==> config.mk <==
export PLATFORM = sky130hd
export DESIGN_NAME = modbus_rtu_slave_frame_flat
export DESIGN_NICKNAME = d
export VERILOG_FILES = /design/src/hw/modbus_pkg.sv /design/src/hw/modbus_link_if.sv /design/src/hw/modbus_crc.sv /design/src/hw/modbus_rtu_slave_frame.sv /design/src/flat_wrapper.sv
export VERILOG_INCLUDE_DIRS = /design/src /design/src/hw
export SDC_FILE = /design/constraint.sdc
export NUM_CORES = 1
export LEC_CHECK = 0
export ABC_CLOCK_PERIOD_IN_PS = 4900
export BUFFER_PORTS_ARGS = -buffer_cell sky130_fd_sc_hd__buf_2
export CAP_MARGIN = 20
export CORE_MARGIN = 4
export CORE_UTILIZATION = 41
export DETAILED_ROUTE_END_ITERATION = 10
export PLACE_DENSITY = 0.69
export REMOVE_ABC_BUFFERS = 1
export SYNTH_ARGS = -nofsm -noshare
export SYNTH_HDL_FRONTEND = slang
export SYNTH_HIERARCHICAL = 1
export SYNTH_SLANG_ARGS = --single-unit
==> constraint.sdc <==
create_clock -name clk -period 4.9 [get_ports clk]
set_input_delay 0.735 -clock clk [delete_from_list [all_inputs] [get_ports clk]]
set_output_delay 0.735 -clock clk [all_outputs]
set_load 0.01 [all_outputs]
==> src/hw/modbus_cfg.svh <==
// timing counts, frame codes and field values of the rtu frame logic
`ifndef MODBUS_CFG_SVH
`define MODBUS_CFG_SVH
`define CLK_PERIOD_NS        10
`define CHAR_TIME_NS         160
`define CHAR_CYCLES          (`CHAR_TIME_NS / `CLK_PERIOD_NS)
`define GAP_CYCLES           ((`CHAR_CYCLES * 7 + 1) / 2)
`define TAIL_CYCLES          (`CHAR_CYCLES + `GAP_CYCLES)
`define REPLY_TIMEOUT_CYCLES (`CHAR_CYCLES * 40)
`define STATION_MAX          8'hf7
`define BROADCAST            8'h00
`define CMD_READ             8'h03
`define CMD_WRITE            8'h06
`define CMD_ERR_FLAG         8'h80
`define ERR_FUNC             8'h01
`define ERR_ADDR             8'h02
`define ERR_VALUE            8'h03
`define ERR_FAIL             8'h04
`define RES_OK               8'h00
`define RES_LINK             8'hff
`define READ_MAX             16'h000c
`define REQ_LEN              4'h8
`define CRC_SEED             16'hffff
`define CRC_POLY             16'ha001
`endif

==> src/hw/modbus_pkg.sv <==
// types, states and check-value step shared by both ends
package modbus_pkg;
`include "modbus_cfg.svh"
   typedef logic [7:0]  byte_t;
   typedef logic [15:0] word_t;
   typedef enum logic [2:0] {
      S_RX   = 3'h0,
      S_EXEC = 3'h1,
      S_TX   = 3'h2,
      S_GAP  = 3'h3
   } slave_state_e;
   typedef enum logic [2:0] {
      M_IDLE = 3'h0,
      M_TX   = 3'h1,
      M_RX   = 3'h2,
      M_GAP  = 3'h3,
      M_OUT  = 3'h4
   } master_state_e;
   // one data byte applied to the register: xor low bits, eight shifts
   function automatic word_t crc_step(word_t crc, byte_t data);
      word_t c;
      c = crc ^ {8'h00, data};
      for (int i = 0; i < 8; i++) begin
         c = c[0] ? ((c >> 1) ^ `CRC_POLY) : (c >> 1);
      end
      return c;
   endfunction
endpackage

==> src/hw/modbus_link_if.sv <==
// byte level half-duplex link between master and slave
`timescale 1ns/100ps
interface modbus_link_if;
   logic       mByteValid;
   logic [7:0] mByte;
   logic       mDrive;
   logic       sByteValid;
   logic [7:0] sByte;
   logic       sDrive;
   modport master (
      output mByteValid,
      output mByte,
      output mDrive,
      input  sByteValid,
      input  sByte,
      input  sDrive
   );
   modport slave (
      input  mByteValid,
      input  mByte,
      input  mDrive,
      output sByteValid,
      output sByte,
      output sDrive
   );
endinterface

==> src/hw/modbus_crc.sv <==
// running 16-bit check register, seeded by init with the byte of that cycle
`timescale 1ns/100ps
module modbus_crc
   import modbus_pkg::*;
(
   input  wire logic  clk,
   input  wire logic  rst_n,
   input  wire logic  init,
   input  wire logic  step,
   input  wire byte_t data,
   output word_t      crc
);
   // only the eight data bits ever reach this register
   always_ff @(posedge clk) begin
      if (!rst_n) begin
         crc <= `CRC_SEED;
      end else if (step) begin
         crc <= crc_step(init ? `CRC_SEED : crc, data);
      end else if (init) begin
         crc <= `CRC_SEED;
      end
   end
endmodule

==> src/hw/modbus_rtu_slave_frame.sv <==
// slave end: frame receive, station filter, command decode and reply
`timescale 1ns/100ps
// Operation
// station addresses 0 to 247, each unique
// broadcast executes but sends no reply
// own address requests always get reply
// idle over 3.5 chars bounds frames
// one talker at a time, master starts
// only read 0x03 and write 0x06
// sixteen-bit word parameters only
// master reads at most twelve words
// bad frame or failure gives error reply
// station, command, address, argument, check
// count field high first, one is one
// frame ends with 16-bit check value
// receiver recomputes and compares check value
// check register seeded 0xffff, xor low
// eight right shifts, xor 0xa001 on one
// only data bits enter the check
// check value sent low byte first
// data words sent high byte first
// address high group, low index
// foreign station frames ignored, no transmit
module modbus_rtu_slave_frame
   import modbus_pkg::*;
(
   input  wire logic    clk,
   input  wire logic    rst_n,
   input  wire byte_t   station,
   modbus_link_if.slave link,
   output logic         paramValid,
   output logic         paramWrite,
   output word_t        paramAddr,
   output word_t        paramData,
   input  wire logic    paramReady,
   input  wire logic    paramErr,
   input  wire word_t   paramRdData,
   output logic         rxErr,
   output logic         busy
);
   slave_state_e state;
   byte_t        rxBuf [0:7];
   word_t        rdBuf [0:15];
   logic [3:0]   rxCnt;
   logic [7:0]   gapCnt;
   logic [7:0]   tmr;
   logic [3:0]   wordIdx;
   logic [3:0]   wordCnt;
   logic [5:0]   txIdx;
   logic         isErr;
   logic         noReply;
   byte_t        errCode;
   word_t        rxCrc;
   word_t        txCrc;
   byte_t        txByte;

   wire rxStep = state == S_RX && link.mByteValid;
   wire gapHit = gapCnt == 8'(`GAP_CYCLES);
   // a frame closes only on a full gap after its last byte
   wire frameEnd = state == S_RX && gapHit && rxCnt != 4'h0
                   && !link.mByteValid;
   // an own address outside the legal range never matches
   wire ownOk = station != `BROADCAST && station <= `STATION_MAX;
   wire forUs = ownOk && rxBuf[0] == station;
   wire bcast = rxBuf[0] == `BROADCAST;
   wire isRead = rxBuf[1] == `CMD_READ;
   wire isWrite = rxBuf[1] == `CMD_WRITE;
   wire [15:0] rxAddr = {rxBuf[2], rxBuf[3]};
   wire [15:0] rxArg = {rxBuf[4], rxBuf[5]};
   // residue of zero over the whole frame means the check field matched
   wire frameOk = rxCnt == `REQ_LEN && rxCrc == 16'h0000;
   wire cntOk = rxArg != 16'h0000 && rxArg <= `READ_MAX;
   wire [7:0] chkCode =
      !frameOk ? `ERR_FAIL :
      !(isRead || isWrite) ? `ERR_FUNC :
      (isRead && !cntOk) ? `ERR_VALUE : `RES_OK;
   wire lastWord = isWrite || wordIdx == wordCnt - 4'h1;
   wire [5:0] txLen = isErr ? 6'h03 :
                      isWrite ? 6'h06 :
                      6'h03 + {1'b0, wordCnt, 1'b0};
   wire [5:0] dOff = txIdx - 6'h03;
   wire [15:0] dWord = rdBuf[dOff[4:1]];
   wire sendNow = state == S_TX && tmr == 8'h00;
   wire txDone = sendNow && txIdx == txLen + 6'h01;

   // reply byte chosen by position within the frame
   assign txByte =
      txIdx == txLen ? txCrc[7:0] :
      txIdx > txLen ? txCrc[15:8] :
      txIdx == 6'h00 ? rxBuf[0] :
      txIdx == 6'h01 ? (isErr ? rxBuf[1] | `CMD_ERR_FLAG : rxBuf[1]) :
      isErr ? errCode :
      isWrite ? rxBuf[txIdx[2:0]] :
      txIdx == 6'h02 ? {3'h0, wordCnt, 1'b0} :
      txIdx[0] ? dWord[15:8] : dWord[7:0];

   assign paramValid = state == S_EXEC;
   assign paramWrite = isWrite;
   assign paramData = rxArg;
   assign busy = state != S_RX;
   // line is held through the trailing gap so no one starts early
   assign link.sDrive = state == S_TX || state == S_GAP;

   modbus_crc rxCrcU (
      .clk   (clk),
      .rst_n (rst_n),
      .init  (rxCnt == 4'h0),
      .step  (rxStep),
      .data  (link.mByte),
      .crc   (rxCrc)
   );

   modbus_crc txCrcU (
      .clk   (clk),
      .rst_n (rst_n),
      .init  (txIdx == 6'h00),
      .step  (sendNow && txIdx < txLen),
      .data  (txByte),
      .crc   (txCrc)
   );

   // idle time since the last received byte, saturating at the gap
   always_ff @(posedge clk) begin
      if (!rst_n) begin
         gapCnt <= 8'h00;
      end else if (link.mByteValid) begin
         gapCnt <= 8'h00;
      end else if (!gapHit) begin
         gapCnt <= gapCnt + 8'h01;
      end
   end

   // bytes beyond eight only count, so overlong frames fail the length
   always_ff @(posedge clk) begin
      if (!rst_n) begin
         rxCnt <= 4'h0;
      end else if (frameEnd) begin
         rxCnt <= 4'h0;
      end else if (rxStep) begin
         if (rxCnt < `REQ_LEN) begin
            rxBuf[rxCnt[2:0]] <= link.mByte;
         end
         if (rxCnt != 4'hf) begin
            rxCnt <= rxCnt + 4'h1;
         end
      end
   end

   always_ff @(posedge clk) begin
      if (state == S_EXEC && paramReady) begin
         rdBuf[wordIdx] <= paramRdData;
      end
   end

   always_ff @(posedge clk) begin
      if (!rst_n) begin
         rxErr <= 1'b0;
      end else begin
         rxErr <= frameEnd && !frameOk;
      end
   end

   always_ff @(posedge clk) begin
      if (!rst_n) begin
         state           <= S_RX;
         isErr           <= 1'b0;
         noReply         <= 1'b0;
         errCode         <= 8'h00;
         wordIdx         <= 4'h0;
         wordCnt         <= 4'h0;
         paramAddr       <= 16'h0000;
         txIdx           <= 6'h00;
         tmr             <= 8'h00;
         link.sByteValid <= 1'b0;
         link.sByte      <= 8'h00;
      end else begin
         link.sByteValid <= sendNow;
         if (sendNow) begin
            link.sByte <= txByte;
         end
         unique case (state)
            S_RX: begin
               // foreign stations fall through and stay silent
               if (frameEnd && (forUs || bcast)) begin
                  noReply   <= bcast;
                  wordIdx   <= 4'h0;
                  wordCnt   <= rxArg[3:0];
                  paramAddr <= rxAddr;
                  txIdx     <= 6'h00;
                  tmr       <= 8'h00;
                  isErr     <= chkCode != `RES_OK;
                  errCode   <= chkCode;
                  if (chkCode == `RES_OK) begin
                     state <= S_EXEC;
                  end else if (!bcast) begin
                     state <= S_TX;
                  end
               end
            end
            S_EXEC: begin
               if (paramReady) begin
                  paramAddr <= paramAddr + 16'h0001;
                  wordIdx   <= wordIdx + 4'h1;
                  if (paramErr) begin
                     isErr   <= 1'b1;
                     errCode <= `ERR_ADDR;
                  end
                  if (paramErr || lastWord) begin
                     state <= noReply ? S_RX : S_TX;
                  end
               end
            end
            S_TX: begin
               tmr <= tmr == 8'(`CHAR_CYCLES - 1) ? 8'h00 : tmr + 8'h01;
               if (sendNow) begin
                  txIdx <= txIdx + 6'h01;
               end
               if (txDone) begin
                  tmr   <= 8'h00;
                  state <= S_GAP;
               end
            end
            S_GAP: begin
               // last character plus a full gap before listening again
               tmr <= tmr + 8'h01;
               if (tmr == 8'(`TAIL_CYCLES)) begin
                  state <= S_RX;
               end
            end
            default: begin
               state <= S_RX;
            end
         endcase
      end
   end
endmodule

==> src/flat_wrapper.sv <==
// flat-port wrapper written by rule: the top's interface ports become plain ports
module modbus_rtu_slave_frame_flat import modbus_pkg::*;
  (clk, rst_n, station, paramValid, paramWrite, paramAddr, paramData, paramReady, paramErr, paramRdData, rxErr, busy, link_mByteValid, link_mByte, link_mDrive, link_sByteValid, link_sByte, link_sDrive);
  modbus_link_if link_i ();
  input  wire logic clk;
  input  wire logic rst_n;
  input  wire byte_t station;
  output logic paramValid;
  output logic paramWrite;
  output word_t paramAddr;
  output word_t paramData;
  input  wire logic paramReady;
  input  wire logic paramErr;
  input  wire word_t paramRdData;
  output logic rxErr;
  output logic busy;
  input wire logic [$bits(link_i.mByteValid)-1:0] link_mByteValid;
  input wire logic [$bits(link_i.mByte)-1:0] link_mByte;
  input wire logic [$bits(link_i.mDrive)-1:0] link_mDrive;
  output wire logic [$bits(link_i.sByteValid)-1:0] link_sByteValid;
  output wire logic [$bits(link_i.sByte)-1:0] link_sByte;
  output wire logic [$bits(link_i.sDrive)-1:0] link_sDrive;
  assign link_i.mByteValid = link_mByteValid;
  assign link_i.mByte = link_mByte;
  assign link_i.mDrive = link_mDrive;
  assign link_sByteValid = link_i.sByteValid;
  assign link_sByte = link_i.sByte;
  assign link_sDrive = link_i.sDrive;
  modbus_rtu_slave_frame u_core (.clk(clk), .rst_n(rst_n), .station(station), .link(link_i), .paramValid(paramValid), .paramWrite(paramWrite), .paramAddr(paramAddr), .paramData(paramData), .paramReady(paramReady), .paramErr(paramErr), .paramRdData(paramRdData), .rxErr(rxErr), .busy(busy));
endmodule
Yosys cells after proc, flatten, opt, wreduce, memory -nomap -nowiden

Memory sizes are Yosys's and may differ from the RTL's. A register that Yosys moved wholly into a read port is not among the register bits.
Index checks and enable logic that the tools add are counted.

$add $sub $neg: 10
Multipliers: 0
Divide/modulo/power cells: 0
Magnitude comparators: 5
Equal/unequal tests: 24
Shift operators: 0
Muxes and demuxes: 73
Bitwise logic cells: 19
Reductions and logical operators: 47

Operators by type and width:

| operator                | count |
|---|---|
| $mux W16                | 22 |
| $mux W8                 | 17 |
| $not A2 Y3              | 16 |
| $pmux W16 S2            | 1 |
| $xor A16 B8 Y16         | 2 |
| $mux W3                 | 9 |
| $logic_not A8 Y1        | 3 |
| $mux W6                 | 4 |
| $pmux W8 S3             | 1 |
| $add A16 B1 Y16 const B | 1 |
| $add A8 B1 Y8 const B   | 2 |
| $le A16 B4 Y1 const B   | 1 |
| $logic_not A16 Y1       | 1 |
| $pmux W8 S2             | 1 |
| $reduce_bool A16 Y1     | 1 |
| $reduce_bool A8 Y1      | 2 |
| $logic_and A1 B1 Y1     | 15 |
| $add A6 B1 Y6 const B   | 2 |
| $eq A6 B6 Y1            | 2 |
| $pmux W3 S4             | 1 |
| $pmux W6 S2             | 1 |
| $mux W1                 | 10 |
| $ne A2 B1 Y1 const B    | 5 |
| $add A4 B1 Y4 const B   | 2 |
| other kinds (40)        | 56 |

Register bits: 105
Bits in latches: 0
Memory bits (writable): 320
Bits in read-only memories: 0
Input bits: 38
Output and inout bits: 46
Word-level logic and storage cells: 196
Memories: 2

Memory list:

| memory       | depth | width | read ports | clocked after memory_dff | write ports | line                         | text |
|---|---|---|---|---|---|---|---|
| u_core.rdBuf | 16    | 16    | 1          | 0                        | 1           | modbus_rtu_slave_frame.sv:43 | `word_t rdBuf [0:15];` |
| u_core.rxBuf | 8     | 8     | 7          | 1                        | 1           | modbus_rtu_slave_frame.sv:42 | `byte_t rxBuf [0:7];` |

Logic depth before layout (Yosys ltp)

Gate-level depths: netlist (run 1).
An unclocked memory read counts as a cell.

Depth in word-level cells: 28
Gate-level depth with buffers: 20
Gate-level depth less buffers: 17

Hierarchy

Netlist (run 1), hierarchy kept.

By module, submodules not included:

| module                 | instances | cells each | area each (sq um) | seq. area each (sq um) |
|---|---|---|---|---|
| modbus_rtu_slave_frame | 1         | 1244       | 17410.4           | 11010.6 |
| modbus_crc             | 2         | 104        | 932.1             | 320.3 |

Worst setup path after synthesis (run 1)

OpenSTA, ideal clock, no wires.

Path kind: reg2reg
Start: reg u_core.txIdx[0]
End: reg u_core.txCrcU.crc[0]
Library setup time: 0.143 ns
Arrival: 4.434 ns
Required time: 4.757 ns
Slack: 0.323 ns
Cell stages (with the launch flop): 17
Path buffers: 4
Period minus slack after synthesis: 4.577 ns
Cells stage by stage: dfxtp_1 -> clkbuf_1 -> clkinv_1 -> ha_1 -> buf_4 -> buf_2 -> buf_2 -> mux4_2 -> a41oi_1 -> o21ai_0 -> o31ai_1 -> nand2_1 -> xor2_1 -> xnor2_1 -> xor3_2 -> xnor3_1 -> o211ai_1

Longest elaborated chain between the ends: 21
Elaborated cells on any way between the ends: 36
Classes of those cells: add/sub: 1; order compare: 2; eq/ne: 3; mux: 18; bitwise: 9; reduce/logical: 2; memory: 1

RTL lines:

| item                        | line                          | text |
|---|---|---|
| start, declared             | modbus_rtu_slave_frame.sv:49  | `logic [5:0] txIdx;` |
| start signal, assigned      | modbus_rtu_slave_frame.sv:216 | `txIdx <= txIdx + 6'h01;` |
| $sub A5 B2 Y5               | modbus_rtu_slave_frame.sv:81  | `wire [5:0] dOff = txIdx - 6'h03;` |
| $mem_v2 Z16 W16             | n/a                           |  |
| $mux W8                     | modbus_rtu_slave_frame.sv:95  | `txIdx[0] ? dWord[15:8] : dWord[7:0];` |
| $mux W8                     | modbus_rtu_slave_frame.sv:94  | `txIdx == 6'h02 ? {3'h0, wordCnt, 1'b0} :` |
| $mux W8                     | modbus_rtu_slave_frame.sv:93  | `isWrite ? rxBuf[txIdx[2:0]] :` |
| $mux W8                     | modbus_rtu_slave_frame.sv:92  | `isErr ? errCode :` |
| $mux W8                     | modbus_rtu_slave_frame.sv:91  | `` txIdx == 6'h01 ? (isErr ? rxBuf[1] \| `CMD_ERR_FLAG : rxBuf[1]) : `` |
| $mux W8                     | modbus_rtu_slave_frame.sv:90  | `txIdx == 6'h00 ? rxBuf[0] :` |
| $mux W8                     | modbus_rtu_slave_frame.sv:89  | `txIdx > txLen ? txCrc[15:8] :` |
| $mux W8 (*)                 | modbus_rtu_slave_frame.sv:88  | `txIdx == txLen ? txCrc[7:0] :` |
| named net u_core.txByte[4]  | modbus_rtu_slave_frame.sv:55  | `byte_t txByte;` |
| $xor A16 B8 Y16 (*)         | modbus_pkg.sv:22              | `c = crc ^ {8'h00, data};` |
| $mux W16 (*) (3 in a row)   | modbus_pkg.sv:24              | `` c = c[0] ? ((c >> 1) ^ `CRC_POLY) : (c >> 1); `` |
| $not A2 Y3 (no source line) | n/a                           |  |
| $mux W16 (*) (5 in a row)   | modbus_pkg.sv:24              |  |
| $mux W16 (*)                | modbus_crc.sv:17              | `end else if (step) begin` |
| end signal, assigned        | modbus_crc.sv:16              | `` crc <= `CRC_SEED; `` |
| end signal, assigned        | modbus_crc.sv:18              | `` crc <= crc_step(init ? `CRC_SEED : crc, data); `` |
| end signal, assigned        | modbus_crc.sv:20              | `` crc <= `CRC_SEED; `` |
| end, declared               | modbus_crc.sv:11              | `output word_t crc` |

Mark *: on every way through the listed nets, which the timed path passes. The rest lies on a longest branch.
A chain may end at the register's enable or synchronous reset.

==> impl_results.md, run 1 <==
- Outcome: finished clean
- Worst path cell trace: nor4b_2, buf_4, nand2_1, inv_1, o21ai_0, ha_1, and4_1, a221o_1, o311ai_0, o21ai_0, nor2_1, xor2_1, xnor3_1, xor3_2, xnor3_1, o211ai_1
- RSZ-0062 raised after global routing: false
- GRT Overall Usage: 19.0%
- Sequential Power Share: between 50 and 60%
- IO buf count: 82
- Drt pass-1 iters: 5
- Post-synthesis compound-gate area fraction: 7.81%
- TritonCTS Buffers: 43
- Commonest cells post-synth: edfxtp_1, nor2_1, nand2_1
- Worst flop-to-flop path endpoint: u_core/txCrcU/crc[0]
- Met1 global-route usage: 26.2%
- Post-Route WL: 49.0 mm
- Gr busiest metal: met2
- Die Ht: roughly 220 um
- Total clock sinks: 422
- Fin. max-slew vios: 0
- I/O pins: 84
- Max Buffers Root-to-Sink: 3
- Global-route met2 utilization: 30.9%
- Worst vdd ir: 0.355 mV
- Die area: slightly above 50000 sq um
- Starting Density: approximately two fifths
- Worst hold path stage count: 2
- Pwr Density: 342 nW/um^2
- Skew-Pair Late Insertion Delay: 0.58 ns
- Met3 usage: 3.75%
- Fmax achieved: approximately 0.22 GHz
- Final setup violating endpoints: 0
- H-Tree Depth: 2
- Combinational share of power: 3.3%
- Reg2Reg Depth: 16
- CTS tree: built
- Mux cell area share after synthesis: a little under an eighth
- Initial DRC count: 1325
- DP HPWL: 32.3 mm
- R2r setup slk: 0.27 ns
- Post-synthesis simple-gate area fraction: 11.3%
- Fin crit period: 4.63 ns
- Vias in the first global route: roughly 13k
- Worst hold path type: flop to flop
- WL/cell: 22.2 um
- Critical-path top delay cell: edfxtp_1
- Fin crit share: around 94%
- P_int: ~6000 uW
- Largest net degree at the start of global routing: 33
- LEAKAGE: 0.00763 uW
- Critical Path Start Type: flop
- DRC: 0
- Hold_buf cts: 0
- Psw: 1570 uW
- Fillers: 3997
- Total power: 7590 uW
- Hold endpoint: u_core/link.sByte[6]
- Clock share of power: 45.5%
- Rel. slew slack: 30.3%
- Sw frac: 20.7%
- Largest family of logic cells by synthesized area: multiplexers
- Post-synth EDFFs: 320
- Share of post-route cells with drive strength above 1: 21.3%
- Post-synthesis sequential area ratio: about 60%
- Final Net Count: 1620
- Routability cong.: 0.888
- Post-layout util: 47.6%
- First-pass GRT wire length: 75.1 mm
- Initial antenna violation count: 5
- Largest cells by area after synthesis: edfxtp_1, dfxtp_1, mux4_2
- Vias/cell: just under 6
- Synth area leader: edfxtp_1
- Row cnt: 79
- Yosys cell types: between 80 and 90
- Worst-margin pin slew: 1.05 ns
- DRT antenna net count: 0
- CTS clock-pin slew for the worst setup and hold paths: 0.06 ns
- Hold Startpoint: u_core/link.sByte[6]
- Clock root buffer: clkbuf_16
- Synth async-reset ratio: 0%
- Synth Area in XOR/XNOR: 4.82%
- Top-count cell post-synth: edfxtp_1
- Most used DFF post-synth: edfxtp_1
- Vias: 12.9k
- Max Clock Skew: between 0.01 and 0.015 ns
- Yosys warns: 6
- Crit end category: flop
- Max_cap viols: 0
- Yosys reg bits: approximately 420
- Synth Area in Adders: roughly 1.6%
- Grt ovf: 0
- Hold Fails Final Rpt: 0
- Area share of the largest cell type after synthesis: 49.9%
- Worst r2r src: u_core/rxBuf[1][3]
- Die width: about 220 um
- Area Growth Syn to Fin: 15.0%
- Critical path class: flop to flop
- Critical Path AT: 5.12 ns
- Mapped Area: 19300 sq um
- Data required, critical path: 5.39 ns
- Average cell area after synthesis: 13.3 sq um
- CP max FO: 10
- Crit path largest cell delay: 0.50 ns
- Core box area: 46600 sq um
- Cells after Synth: 1452
## area by class of cell
| type | count | area, sq um | share of cell area [%] |
|---|---|---|---|
| Antenna cell | 2 | 5.00 | 0.0226 |
| Clock buffer | 51 | 1150 | 5.18 |
| Clock inverter | 29 | 343 | 1.55 |
| Inverter | 39 | 146 | 0.660 |
| Multi-Input combinational cell | 910 | 7190 | 32.4 |
| Sequential cell | 422 | 11700 | 52.5 |
| Tap cell | 607 | 759 | 3.42 |
| Timing Repair Buffer | 142 | 931 | 4.20 |
## power by group through the flow
stage / Clock [uW] / Sequential [uW] / Combinational [uW]
finish: 3460 / 3890 / 247
global route: 3660 / 3890 / 273
CTS: 3520 / 3890 / 246
detailed placement: 0 / 3970 / 245
global placement: 0 / 3960 / 234
floorplan: 0 / 3950 / 146
## worst max path at each step
stage / from / end / slack (ns) / cells past startpoint
finish: u_core/rxBuf[1][3] / u_core/txCrcU/crc[0] / 0.27 / 16
detailed placement: u_core/rxBuf[1][2] / u_core/txCrcU/crc[0] / 0.22 / 15
floorplan: u_core/txIdx[0] / u_core/txCrcU/crc[0] / -1.22 / 13
global route: u_core/txIdx[1] / u_core/txCrcU/crc[13] / 0.04 / 14
global placement: u_core/rxBuf[1][2] / u_core/txCrcU/crc[0] / 0.28 / 15
CTS: u_core/rxBuf[1][2] / u_core/txCrcU/crc[0] / 0.18 / 16
## state kept, by name, summed over array words and instances, names as in the netlist, named ones only
signal,cells
u_core/link.sByte,8
u_core/tmr,8
u_core/rxCrcU/crc,16
u_core/rxErr,1
u_core/txIdx,6
u_core/rxCnt,4
u_core/isErr,1
u_core/paramAddr,16
u_core/link.sByteValid,1
u_core/noReply,1
u_core/rdBuf,256
u_core/errCode,3
u_core/wordIdx,4
u_core/txCrcU/crc,16
u_core/state,2
u_core/rxBuf,64
u_core/wordCnt,4
u_core/gapCnt,8
## kinds of logic (layout without fill, tap and decap cells)
kind of cell,Yosys count,count (layout)
AND/OR/NAND/NOR,450,450
flip-flops,422,422
AO/OA/AOI/OAI,221,221
multiplexers,122,122
buffers and inverters,120,261
XOR/XNOR,93,93
adder cells (fa/ha/maj),24,24
other,0,2
## layer usage
layer	up-vias	routed length (um)
li1	5785	-
met1	6521	20500
met2	515	23400
met3	93	3700
met4	6	1270
met5	-	33
## stage by stage
stage	hold WS [ns]	instance area [sq um]	cells	worst slack [ns]	setup TNS [ns]
detailed placement	0.466	20600	2119	0.224	0
floorplan	0.447	18900	1371	-1.22	-8.42
finish	0.469	22200	2202	0.273	0
global placement	0.453	20600	2118	0.277	0
global route	0.496	22200	2201	0.0450	0
CTS	0.474	22100	2199	0.181	0
## critical path: cells and delay by family, from the launching register on
family / cells / cell delay (ns)
and+or+nand+nor: 4 / 0.90
AOI/OAI and AO/OA: 5 / 1.40
DFF: 1 / 0.50
buffers and inverters: 2 / 0.25
xor gates and xnor gates: 4 / 1.16
adders and majority gates: 1 / 0.31
## placed cells by master (no fill, tap or decap), types with 8 or more instances in the layout
cell	n
xor2_1	31
a31oi_1	11
a21oi_1	47
nand3_1	50
o22ai_1	17
nand2b_1	11
nor4_1	15
ha_1	23
buf_4	53
mux2i_1	41
clkbuf_16	45
nor2_2	13
nand4_1	22
inv_1	34
and3_1	19
mux4_2	74
o21ai_0	45
nand2_1	116
clkinv_2	10
a211oi_1	10
o2111ai_1	8
buf_2	82
clkinv_1	10
dfxtp_1	101
edfxtp_1	320
xnor2_1	54
nor3_1	39
a221oi_1	8
nor2_1	112
## repair_timing
item,4_1_cts,5_1_grt
resized for setup,0,7
setup buffers,0,0
endpoints found under the setup margin,0,4
Note: power is estimated with default switching activity, not from simulation.
==> inputs of run 2 (changes only) <==
--- a/config.mk
+++ b/config.mk
@@ -9,11 +9,12 @@
 export ABC_CLOCK_PERIOD_IN_PS = 4900
 export BUFFER_PORTS_ARGS = -buffer_cell sky130_fd_sc_hd__buf_2
 export CAP_MARGIN = 20
+export CELL_PAD_IN_SITES_DETAIL_PLACEMENT = 1
+export CELL_PAD_IN_SITES_GLOBAL_PLACEMENT = 2
 export CORE_MARGIN = 4
-export CORE_UTILIZATION = 41
+export CORE_UTILIZATION = 40
 export DETAILED_ROUTE_END_ITERATION = 10
-export PLACE_DENSITY = 0.69
-export REMOVE_ABC_BUFFERS = 1
+export PLACE_DENSITY = 0.86
 export SYNTH_ARGS = -nofsm -noshare
 export SYNTH_HDL_FRONTEND = slang
 export SYNTH_HIERARCHICAL = 1
==> impl_results.md, run 2 (synthesis gave the netlist of run 1 again) <==
- CP max FO: 14 (+4)
- Vias: 13.0k (+0.85%)
- Worst hold path stage count: 2 (unchanged)
- Largest register FFs: 256 (unchanged)
- Die Ht: 228 um (+1.2%)
- Commonest non-fill, non-tap cell in the layout: edfxtp_1
- Outcome: finished clean
- GRT Overall Usage: 21.4% (+2.4 points)
- Skew-Pair Late Insertion Delay: 0.60 ns (+0.02 ns)
- Grt ovf: 0 (unchanged)
- Total clock sinks: 422 (unchanged)
- Sum Neg Setup Slack: 0 ns (unchanged)
- Drt pass-1 iters: 5 (unchanged)
- Reg2Reg Depth: 15 (-1)
- Net count after synthesis: 1514
- Critical path class: flop to flop
- Data required, critical path: 5.38 ns (about the same)
- Vias/cell: 5.85 (-0.28%)
- IO buf count: 82 (unchanged)
- CTS clock-pin slew for the worst setup and hold paths: 0.06 ns (about the same)
- Psw: 1620 uW (+3.0%)
- Most frequent cells in the layout: edfxtp_1, nand2_1, nor2_1, dfxtp_1, buf_2
- Max_cap viols: 0 (unchanged)
- Routability cong.: 0.860 (-3.1%)
- Hold_buf cts: 0 (unchanged)
- Rel. slew slack: 42.2% (+12 points)
- Crit end category: flop
- Fin crit share: 94.7% (+0.23 points)
- Worst-margin pin slew: 0.863 ns (-0.183 ns)
- R2r setup slk: 0.26 ns (about the same)
- WL/cell: 25.0 um (+12%)
- Layout Cells excl Fill: 2227 (+1.1%)
- Largest net degree at the start of global routing: 34 (+3.0%)
- DRT met1 WL: 23.4 mm (+14%)
- LEAKAGE: 0.00764 uW (+0.10%)
- Sw frac: 21.8% (+1.1 points)
- CTS tree: built
- Critical path depth: 15 (-1)
- Fin crit period: 4.64 ns (+0.0112 ns)
- Placed insts: 2141 (+1.0%)
- Final Net Count: 1637 (+1.0%)
- Post-Route WL: 55.7 mm (+14%)
- Share of post-route cells with drive strength above 1: 21.3% (-0.052 points)
- Worst flop-to-flop path endpoint: u_core/txCrcU/crc[0]
- Worst vdd ir: 0.319 mV (-10%)
- Fin. max-slew vios: 0 (unchanged)
- Critical Path AT: 5.12 ns (about the same)
- Max Buffers Root-to-Sink: 3 (unchanged)
- RSZ-0062 raised after global routing: false
- Die width: 228 um (+1.2%)
- TritonCTS Buffers: 46 (+7.0%)
- Initial DRC count: 1032 (-22%)
- First-pass GRT wire length: 84.0 mm (+12%)
- Most flops, register: u_core/rdBuf
- Critical-path top delay cell: dfxtp_1
- Routed wl met3: 2.93 mm (-21%)
- Worst path cell trace: inv_1, ha_1, o21ai_0, ha_1, and4_1, a221o_1, buf_4, nor2b_1, o31a_1, a21oi_1, xor2_1, xnor3_1, xor3_2, xnor3_1, o211ai_1
- Starting Density: 40.5% (-0.95 points)
- Area Growth Syn to Fin: 15.1% (about the same)
- H-Tree Depth: 2 (unchanged)
- Fmax achieved: 0.216 GHz (-0.24%)
- DRC: 0 (unchanged)
- Clock root buffer: clkbuf_16
- I/O pins: 84 (unchanged)
- DRT antenna net count: 0 (unchanged)
- Core box area: 47600 sq um (+2.3%)
- Sequential Power Share: 52.3% (+1.1 points)
- P_int: 5820 uW (-3.3%)
- Pwr Density: 335 nW/um^2 (-2.1%)
- Critical Path Start Type: flop
- Row cnt: 80 (+1.3%)
- Crit path largest cell delay: 0.52 ns (+0.02 ns)
- Die area: 51800 sq um (+2.4%)
- CP Launch Point: u_core/wordCnt[0]
- Initial antenna violation count: 2 (-3)
- CP Buf/Inv Count: 2 (unchanged)
- Worst hold path type: flop to flop
- Top Layer Used: met5
- Final setup violating endpoints: 0 (unchanged)
- Hold Fails Final Rpt: 0 (unchanged)
- Vias in the first global route: 13.7k (+9.2%)
- CP delay by family, top: compound AO/OA/AOI/OAI gates
- Combinational share of power: 3.5% (+0.2 points)
- Max Clock Skew: 0.0320 ns (+0.0175 ns)
- CP Capture Point: u_core/txCrcU/crc[0]
- Clock share of power: 44.2% (-1.3 points)
- Worst r2r src: u_core/wordCnt[0]
- DR WL met2: 27.8 mm (+19%)
- DP HPWL: 37.3 mm (+16%)
[run 2: layer usage]
layer  GRT usage, %  vias to the layer above
li1               -                     5807
met1           28.3                     6750
met2           36.8                      377
met3           3.39                       92
met4           6.50                        4
met5              0                        -
[run 2: power by group through the flow]
stage               sequential (uW)  combinational [uW]  clock [uW]
floorplan                      3950                 154           0
global placement               3970                 245           0
detailed placement             3970                 257           0
CTS                            3890                 259        3360
global route                   3890                 283        3510
finish                         3890                 258        3290
[run 2: timing repair]
action,CTS,global route
setup buffers,0,0
resized for setup,0,4
endpoints found under the setup margin,0,3
[run 2: per-stage QoR]
step                      instance area, sq um  setup WS [ns]  total power, uW  utilization (%)  hold WS (ns)
after detailed placement                 20700          0.225             4220             43.5         0.460
final                                    22200          0.261             7440             46.6         0.464
after global routing                     22200         0.0193             7680             46.6         0.475
after CTS                                22200          0.150             7510             46.5         0.468
after floorplan                          19300          0.323             4110                -         0.447
after global placement                   20700          0.397             4210             43.5         0.446
[run 2: worst min path at each step]
stage,end,slack [ns],start
after global routing,u_core/link.sByte[6],0.48,u_core/link.sByte[6]
after global placement,u_core/link.sByte[6],0.45,u_core/link.sByte[6]
after CTS,u_core/link.sByte[6],0.47,u_core/link.sByte[6]
after detailed placement,u_core/link.sByte[6],0.46,u_core/link.sByte[6]
final,u_core/link.sByte[6],0.46,u_core/link.sByte[6]
after floorplan,u_core/errCode[1],0.45,u_core/errCode[1]
[run 2: layout make-up]
type                    instances  area [sq um]
flip-flops and latches        422         11700
clock inverters                25           224
inverters                      39           146
well taps                     615           769
repair buffers                156          1010
fillers                      4849         25500
multi-input cells             910          7190
clock buffers                  59          1200
diodes                          1          2.50
[run 2: worst reg2reg max path: stages (launching register included)]
cell	delay [ns]
dfxtp_1	0.52
inv_1	0.11
ha_1	0.43
o21ai_0	0.27
ha_1	0.27
and4_1	0.20
a221o_1	0.42
buf_4	0.24
nor2b_1	0.14
o31a_1	0.29
a21oi_1	0.22
xor2_1	0.27
xnor3_1	0.45
xor3_2	0.26
xnor3_1	0.24
o211ai_1	0.19
==> inputs of run 3 (changes only) <==
--- a/config.mk
+++ b/config.mk
@@ -6,13 +6,15 @@
 export SDC_FILE = /design/constraint.sdc
 export NUM_CORES = 1
 export LEC_CHECK = 0
+export ABC_AREA = 1
 export ABC_CLOCK_PERIOD_IN_PS = 4900
 export BUFFER_PORTS_ARGS = -buffer_cell sky130_fd_sc_hd__buf_2
 export CAP_MARGIN = 20
 export CELL_PAD_IN_SITES_DETAIL_PLACEMENT = 1
 export CELL_PAD_IN_SITES_GLOBAL_PLACEMENT = 2
 export CORE_MARGIN = 4
-export CORE_UTILIZATION = 40
+export CORE_UTILIZATION = 35
+export CTS_CLUSTER_SIZE = 24
 export DETAILED_ROUTE_END_ITERATION = 10
 export PLACE_DENSITY = 0.86
 export SYNTH_ARGS = -nofsm -noshare
==> impl_results.md, run 3 <==
- Hold endpoint: u_core/errCode[1]
- TritonCTS Buffers: 47 (+2.2%)
- Max_cap viols: 0 (unchanged)
- Die Ht: 251 um (+11%)
- Synth async-reset ratio: 0% (unchanged)
- Fin. max-slew vios: 0 (unchanged)
- Die width: 251 um (+11%)
- Area share of the largest cell type after synthesis: 46.3% (-3.5 points)
- Max Clock Skew: 0.0442 ns (+0.0122 ns)
- Most used DFF post-synth: edfxtp_1
- Worst r2r src: u_core/txIdx[1]
- Worst vdd ir: 0.414 mV (+30%)
- RSZ-0062 raised after global routing: false
- Area of the multi-input gates: 7680 sq um (+6.9%)
- Reg2Reg Depth: 32 (+17)
- Critical path class: flop to flop
- Commonest non-fill, non-tap cell in the layout: nand2_1
- Routability cong.: 0.842 (-2.2%)
- Vias/cell: 5.19 (-11%)
- Mapped Area: 20700 sq um (+7.6%)
- Outcome: finished clean
- Fmax achieved: 0.226 GHz (+4.7%)
- I/O pins: 84 (unchanged)
- Sum Neg Setup Slack: 0 ns (unchanged)
- GRT Overall Usage: 20.2% (-1.3 points)
- Fillers: 6828 (+41%)
- Worst hold path stage count: 2 (unchanged)
- Commonest cells post-synth: nand2_1, edfxtp_1, nor2_1
- Die area: 63200 sq um (+22%)
- Total clock sinks: 422 (unchanged)
- Largest net degree at the start of global routing: 130 (+280%)
- Storage cell area: 11700 sq um (unchanged)
- Final Net Count: 2499 (+53%)
- Critical-path top delay cell: dfxtp_1
- CP Buf/Inv Count: 5 (+3)
- Top Layer Used: met5
- Vias: 16.8k (+29%)
- Starting Density: 35.7% (-4.8 points)
- R2r setup slk: 0.47 ns (+0.21 ns)
- Yosys cell types: 51 (-41%)
- Post-Route WL: 64.9 mm (+17%)
- Placed insts: 3147 (+47%)
- # Post-CTS Setup Buffers: 0 (unchanged)
- Most flops, register: u_core/rdBuf
- Net count after synthesis: 2404 (+59%)
- Worst hold path type: flop to flop
- Yosys warns: 6 (unchanged)
- Skew-Pair Late Insertion Delay: 0.62 ns (+0.02 ns)
- CTS tree: built
- Yosys reg bits: 422 (unchanged)
- Post-CTS sizing: 0 (unchanged)
- Average cell area after synthesis: 8.86 sq um (-33%)
- Most used cell along the critical path: nand2_1
- Initial DRC count: 1014 (-1.7%)
- Core box area: 58100 sq um (+22%)
- Hold Startpoint: u_core/errCode[1]
- DRT antenna net count: 0 (unchanged)
- Crit end category: flop
- CP max FO: 29 (+15)
- Row cnt: 88 (+10%)
- Rel. slew slack: 35.9% (-6.3 points)
- DR WL met2: 31.9 mm (+15%)
- Critical Path Start Type: flop
- Routed wl met3: 3.00 mm (+2.4%)
- IO buf count: 82 (unchanged)
- Crit path largest cell delay: 0.51 ns (about the same)
- Layout Cells excl Fill: 3241 (+46%)
- Synth area leader: edfxtp_1
- Fin crit share: 90.4% (-4.2 points)
- Top-count cell post-synth: nand2_1
- Largest register FFs: 256 (unchanged)
- Clock root buffer: clkbuf_16
- Grt ovf: 0 (unchanged)
- Share of post-route cells with drive strength above 1: 12.8% (-8.4 points)
- Most frequent cells in the layout: nand2_1, edfxtp_1, nor2_1, inv_1, nand3_1
- Max Buffers Root-to-Sink: 3 (unchanged)
- Pwr Density: 465 nW/um^2 (+39%)
- CTS clock-pin slew for the worst setup and hold paths: 0.06 ns (about the same)
- First-pass GRT wire length: 100 mm (+19%)
- DRC: 0 (unchanged)
- Area Growth Syn to Fin: 14.2%
- Initial antenna violation count: 2 (unchanged)
- Cells after Synth: 2342 (+61%)
- Hold_buf cts: 0 (unchanged)
- Vias in the first global route: 17.4k (+27%)
- H-Tree Depth: 2 (unchanged)
- Worst flop-to-flop path endpoint: u_core/txCrcU/crc[15]
- Critical Path AT: 4.86 ns (-0.26 ns)
- WL/cell: 20.0 um (-20%)
- Post-synthesis sequential area ratio: 56.2% (-4.3 points)
- Fin crit period: 4.43 ns (-0.208 ns)
- DP HPWL: 43.1 mm (+16%)
- DRT met1 WL: 28.2 mm (+21%)
- Final setup violating endpoints: 0 (unchanged)
- Worst-margin pin slew: 0.960 ns (+0.0969 ns)
- CP delay by family, top: simple AND/OR/NAND/NOR gates
- Hold Fails Final Rpt: 0 (unchanged)
- Drt pass-1 iters: 5 (unchanged)
- Data required, critical path: 5.32 ns (-0.06 ns)
- Largest cells by area after synthesis: edfxtp_1, nand2_1, dfxtp_1
- Post-synth EDFFs: 320 (unchanged)
- LEAKAGE: 0.00956 uW (+25%)
-- run 3: cell count changes after synthesis, moves of 21 or more --
| cell | delta |
|---|---|
| mux4_2 | -74 |
| nand2_2 | +28 |
| nand3_1 | +154 |
| nor2_1 | +127 |
| o21ai_0 | +98 |
| a21oi_1 | +54 |
| xnor2_1 | -37 |
| nand2_1 | +510 |
| o21ai_1 | +21 |
| inv_1 | +193 |
| mux2i_1 | -41 |
-- run 3: power by group --
| group | switching, uW | internal, uW | leakage, uW |
|---|---|---|---|
| Sequential | 150 | 3960 | 0.00371 |
| Combinational | 2330 | 984 | 0.00510 |
| Clock | 1550 | 2040 | 0.000755 |
| Total | 4030 | 6980 | 0.00956 |
-- run 3: how the worst max path moves through the flow --
stage | slack [ns] | to | startpoint | cells past startpoint
finish | 0.47 | u_core/txCrcU/crc[15] | u_core/txIdx[1] | 32
global route | 0.003 | u_core/txCrcU/crc[15] | u_core/txIdx[1] | 30
CTS | 0.45 | u_core/txCrcU/crc[15] | u_core/txIdx[1] | 32
floorplan | 1.54 | u_core/txCrcU/crc[0] | u_core/txIdx[0] | 33
detailed placement | 0.46 | u_core/txCrcU/crc[15] | u_core/txIdx[1] | 32
global placement | 0.60 | u_core/txCrcU/crc[15] | u_core/txIdx[1] | 32
-- run 3: cell families (layout without fill, tap and decap cells) --
logic type	Yosys count	count (layout)	share of synthesized area (%)
AOI/OAI and AO/OA	317	317	8.31
xor gates and xnor gates	33	33	1.65
adders and majority gates	24	24	1.45
buffers and inverters	334	467	7.04
DFF	422	422	56.2
other	0	1	0
and+or+nand+nor	1212	1212	25.4
-- run 3: cell type report --
class                      count  share of cell area, %
clock inverter                36                   1.55
timing repair buffer         139                   3.91
antenna                        1                 0.0106
clock buffer                  51                   5.03
inverter                     241                   3.82
tap                          765                   4.04
sequential                   422                   49.2
multi-input combinational   1586                   32.4
-- run 3: metrics by stage --
| step | worst slack (ns) | instance area, sq um | hold slack (ns) | utilization, % | power, uW |
|---|---|---|---|---|---|
| 2_1_floorplan | 1.54 | 20700 | 0.425 | - | 6520 |
| 3_3_place_gp | 0.604 | 22000 | 0.448 | 37.9 | 7370 |
| 3_5_place_dp | 0.463 | 22100 | 0.458 | 38.0 | 7490 |
| 4_1_cts | 0.451 | 23600 | 0.465 | 40.7 | 11100 |
| 5_1_grt | 0.00348 | 23700 | 0.485 | 40.7 | 11700 |
| 6_report | 0.469 | 23700 | 0.474 | 40.7 | 11000 |
-- run 3: tightest hold or removal path, delay by kind of cell, from the launching register on --
family / cells / cell delay, ns
buf+inv: 1 / 0.06
compound gates: 1 / 0.06
flops: 1 / 0.30
-- run 3: layer usage --
| layer | vias up | global-route usage, % |
|---|---|---|
| met2 | 336 | 35.0 |
| met4 | 2 | 5.80 |
| met3 | 103 | 3.35 |
| met1 | 8404 | 26.2 |
| met5 | - | 0 |
| li1 | 7978 | - |
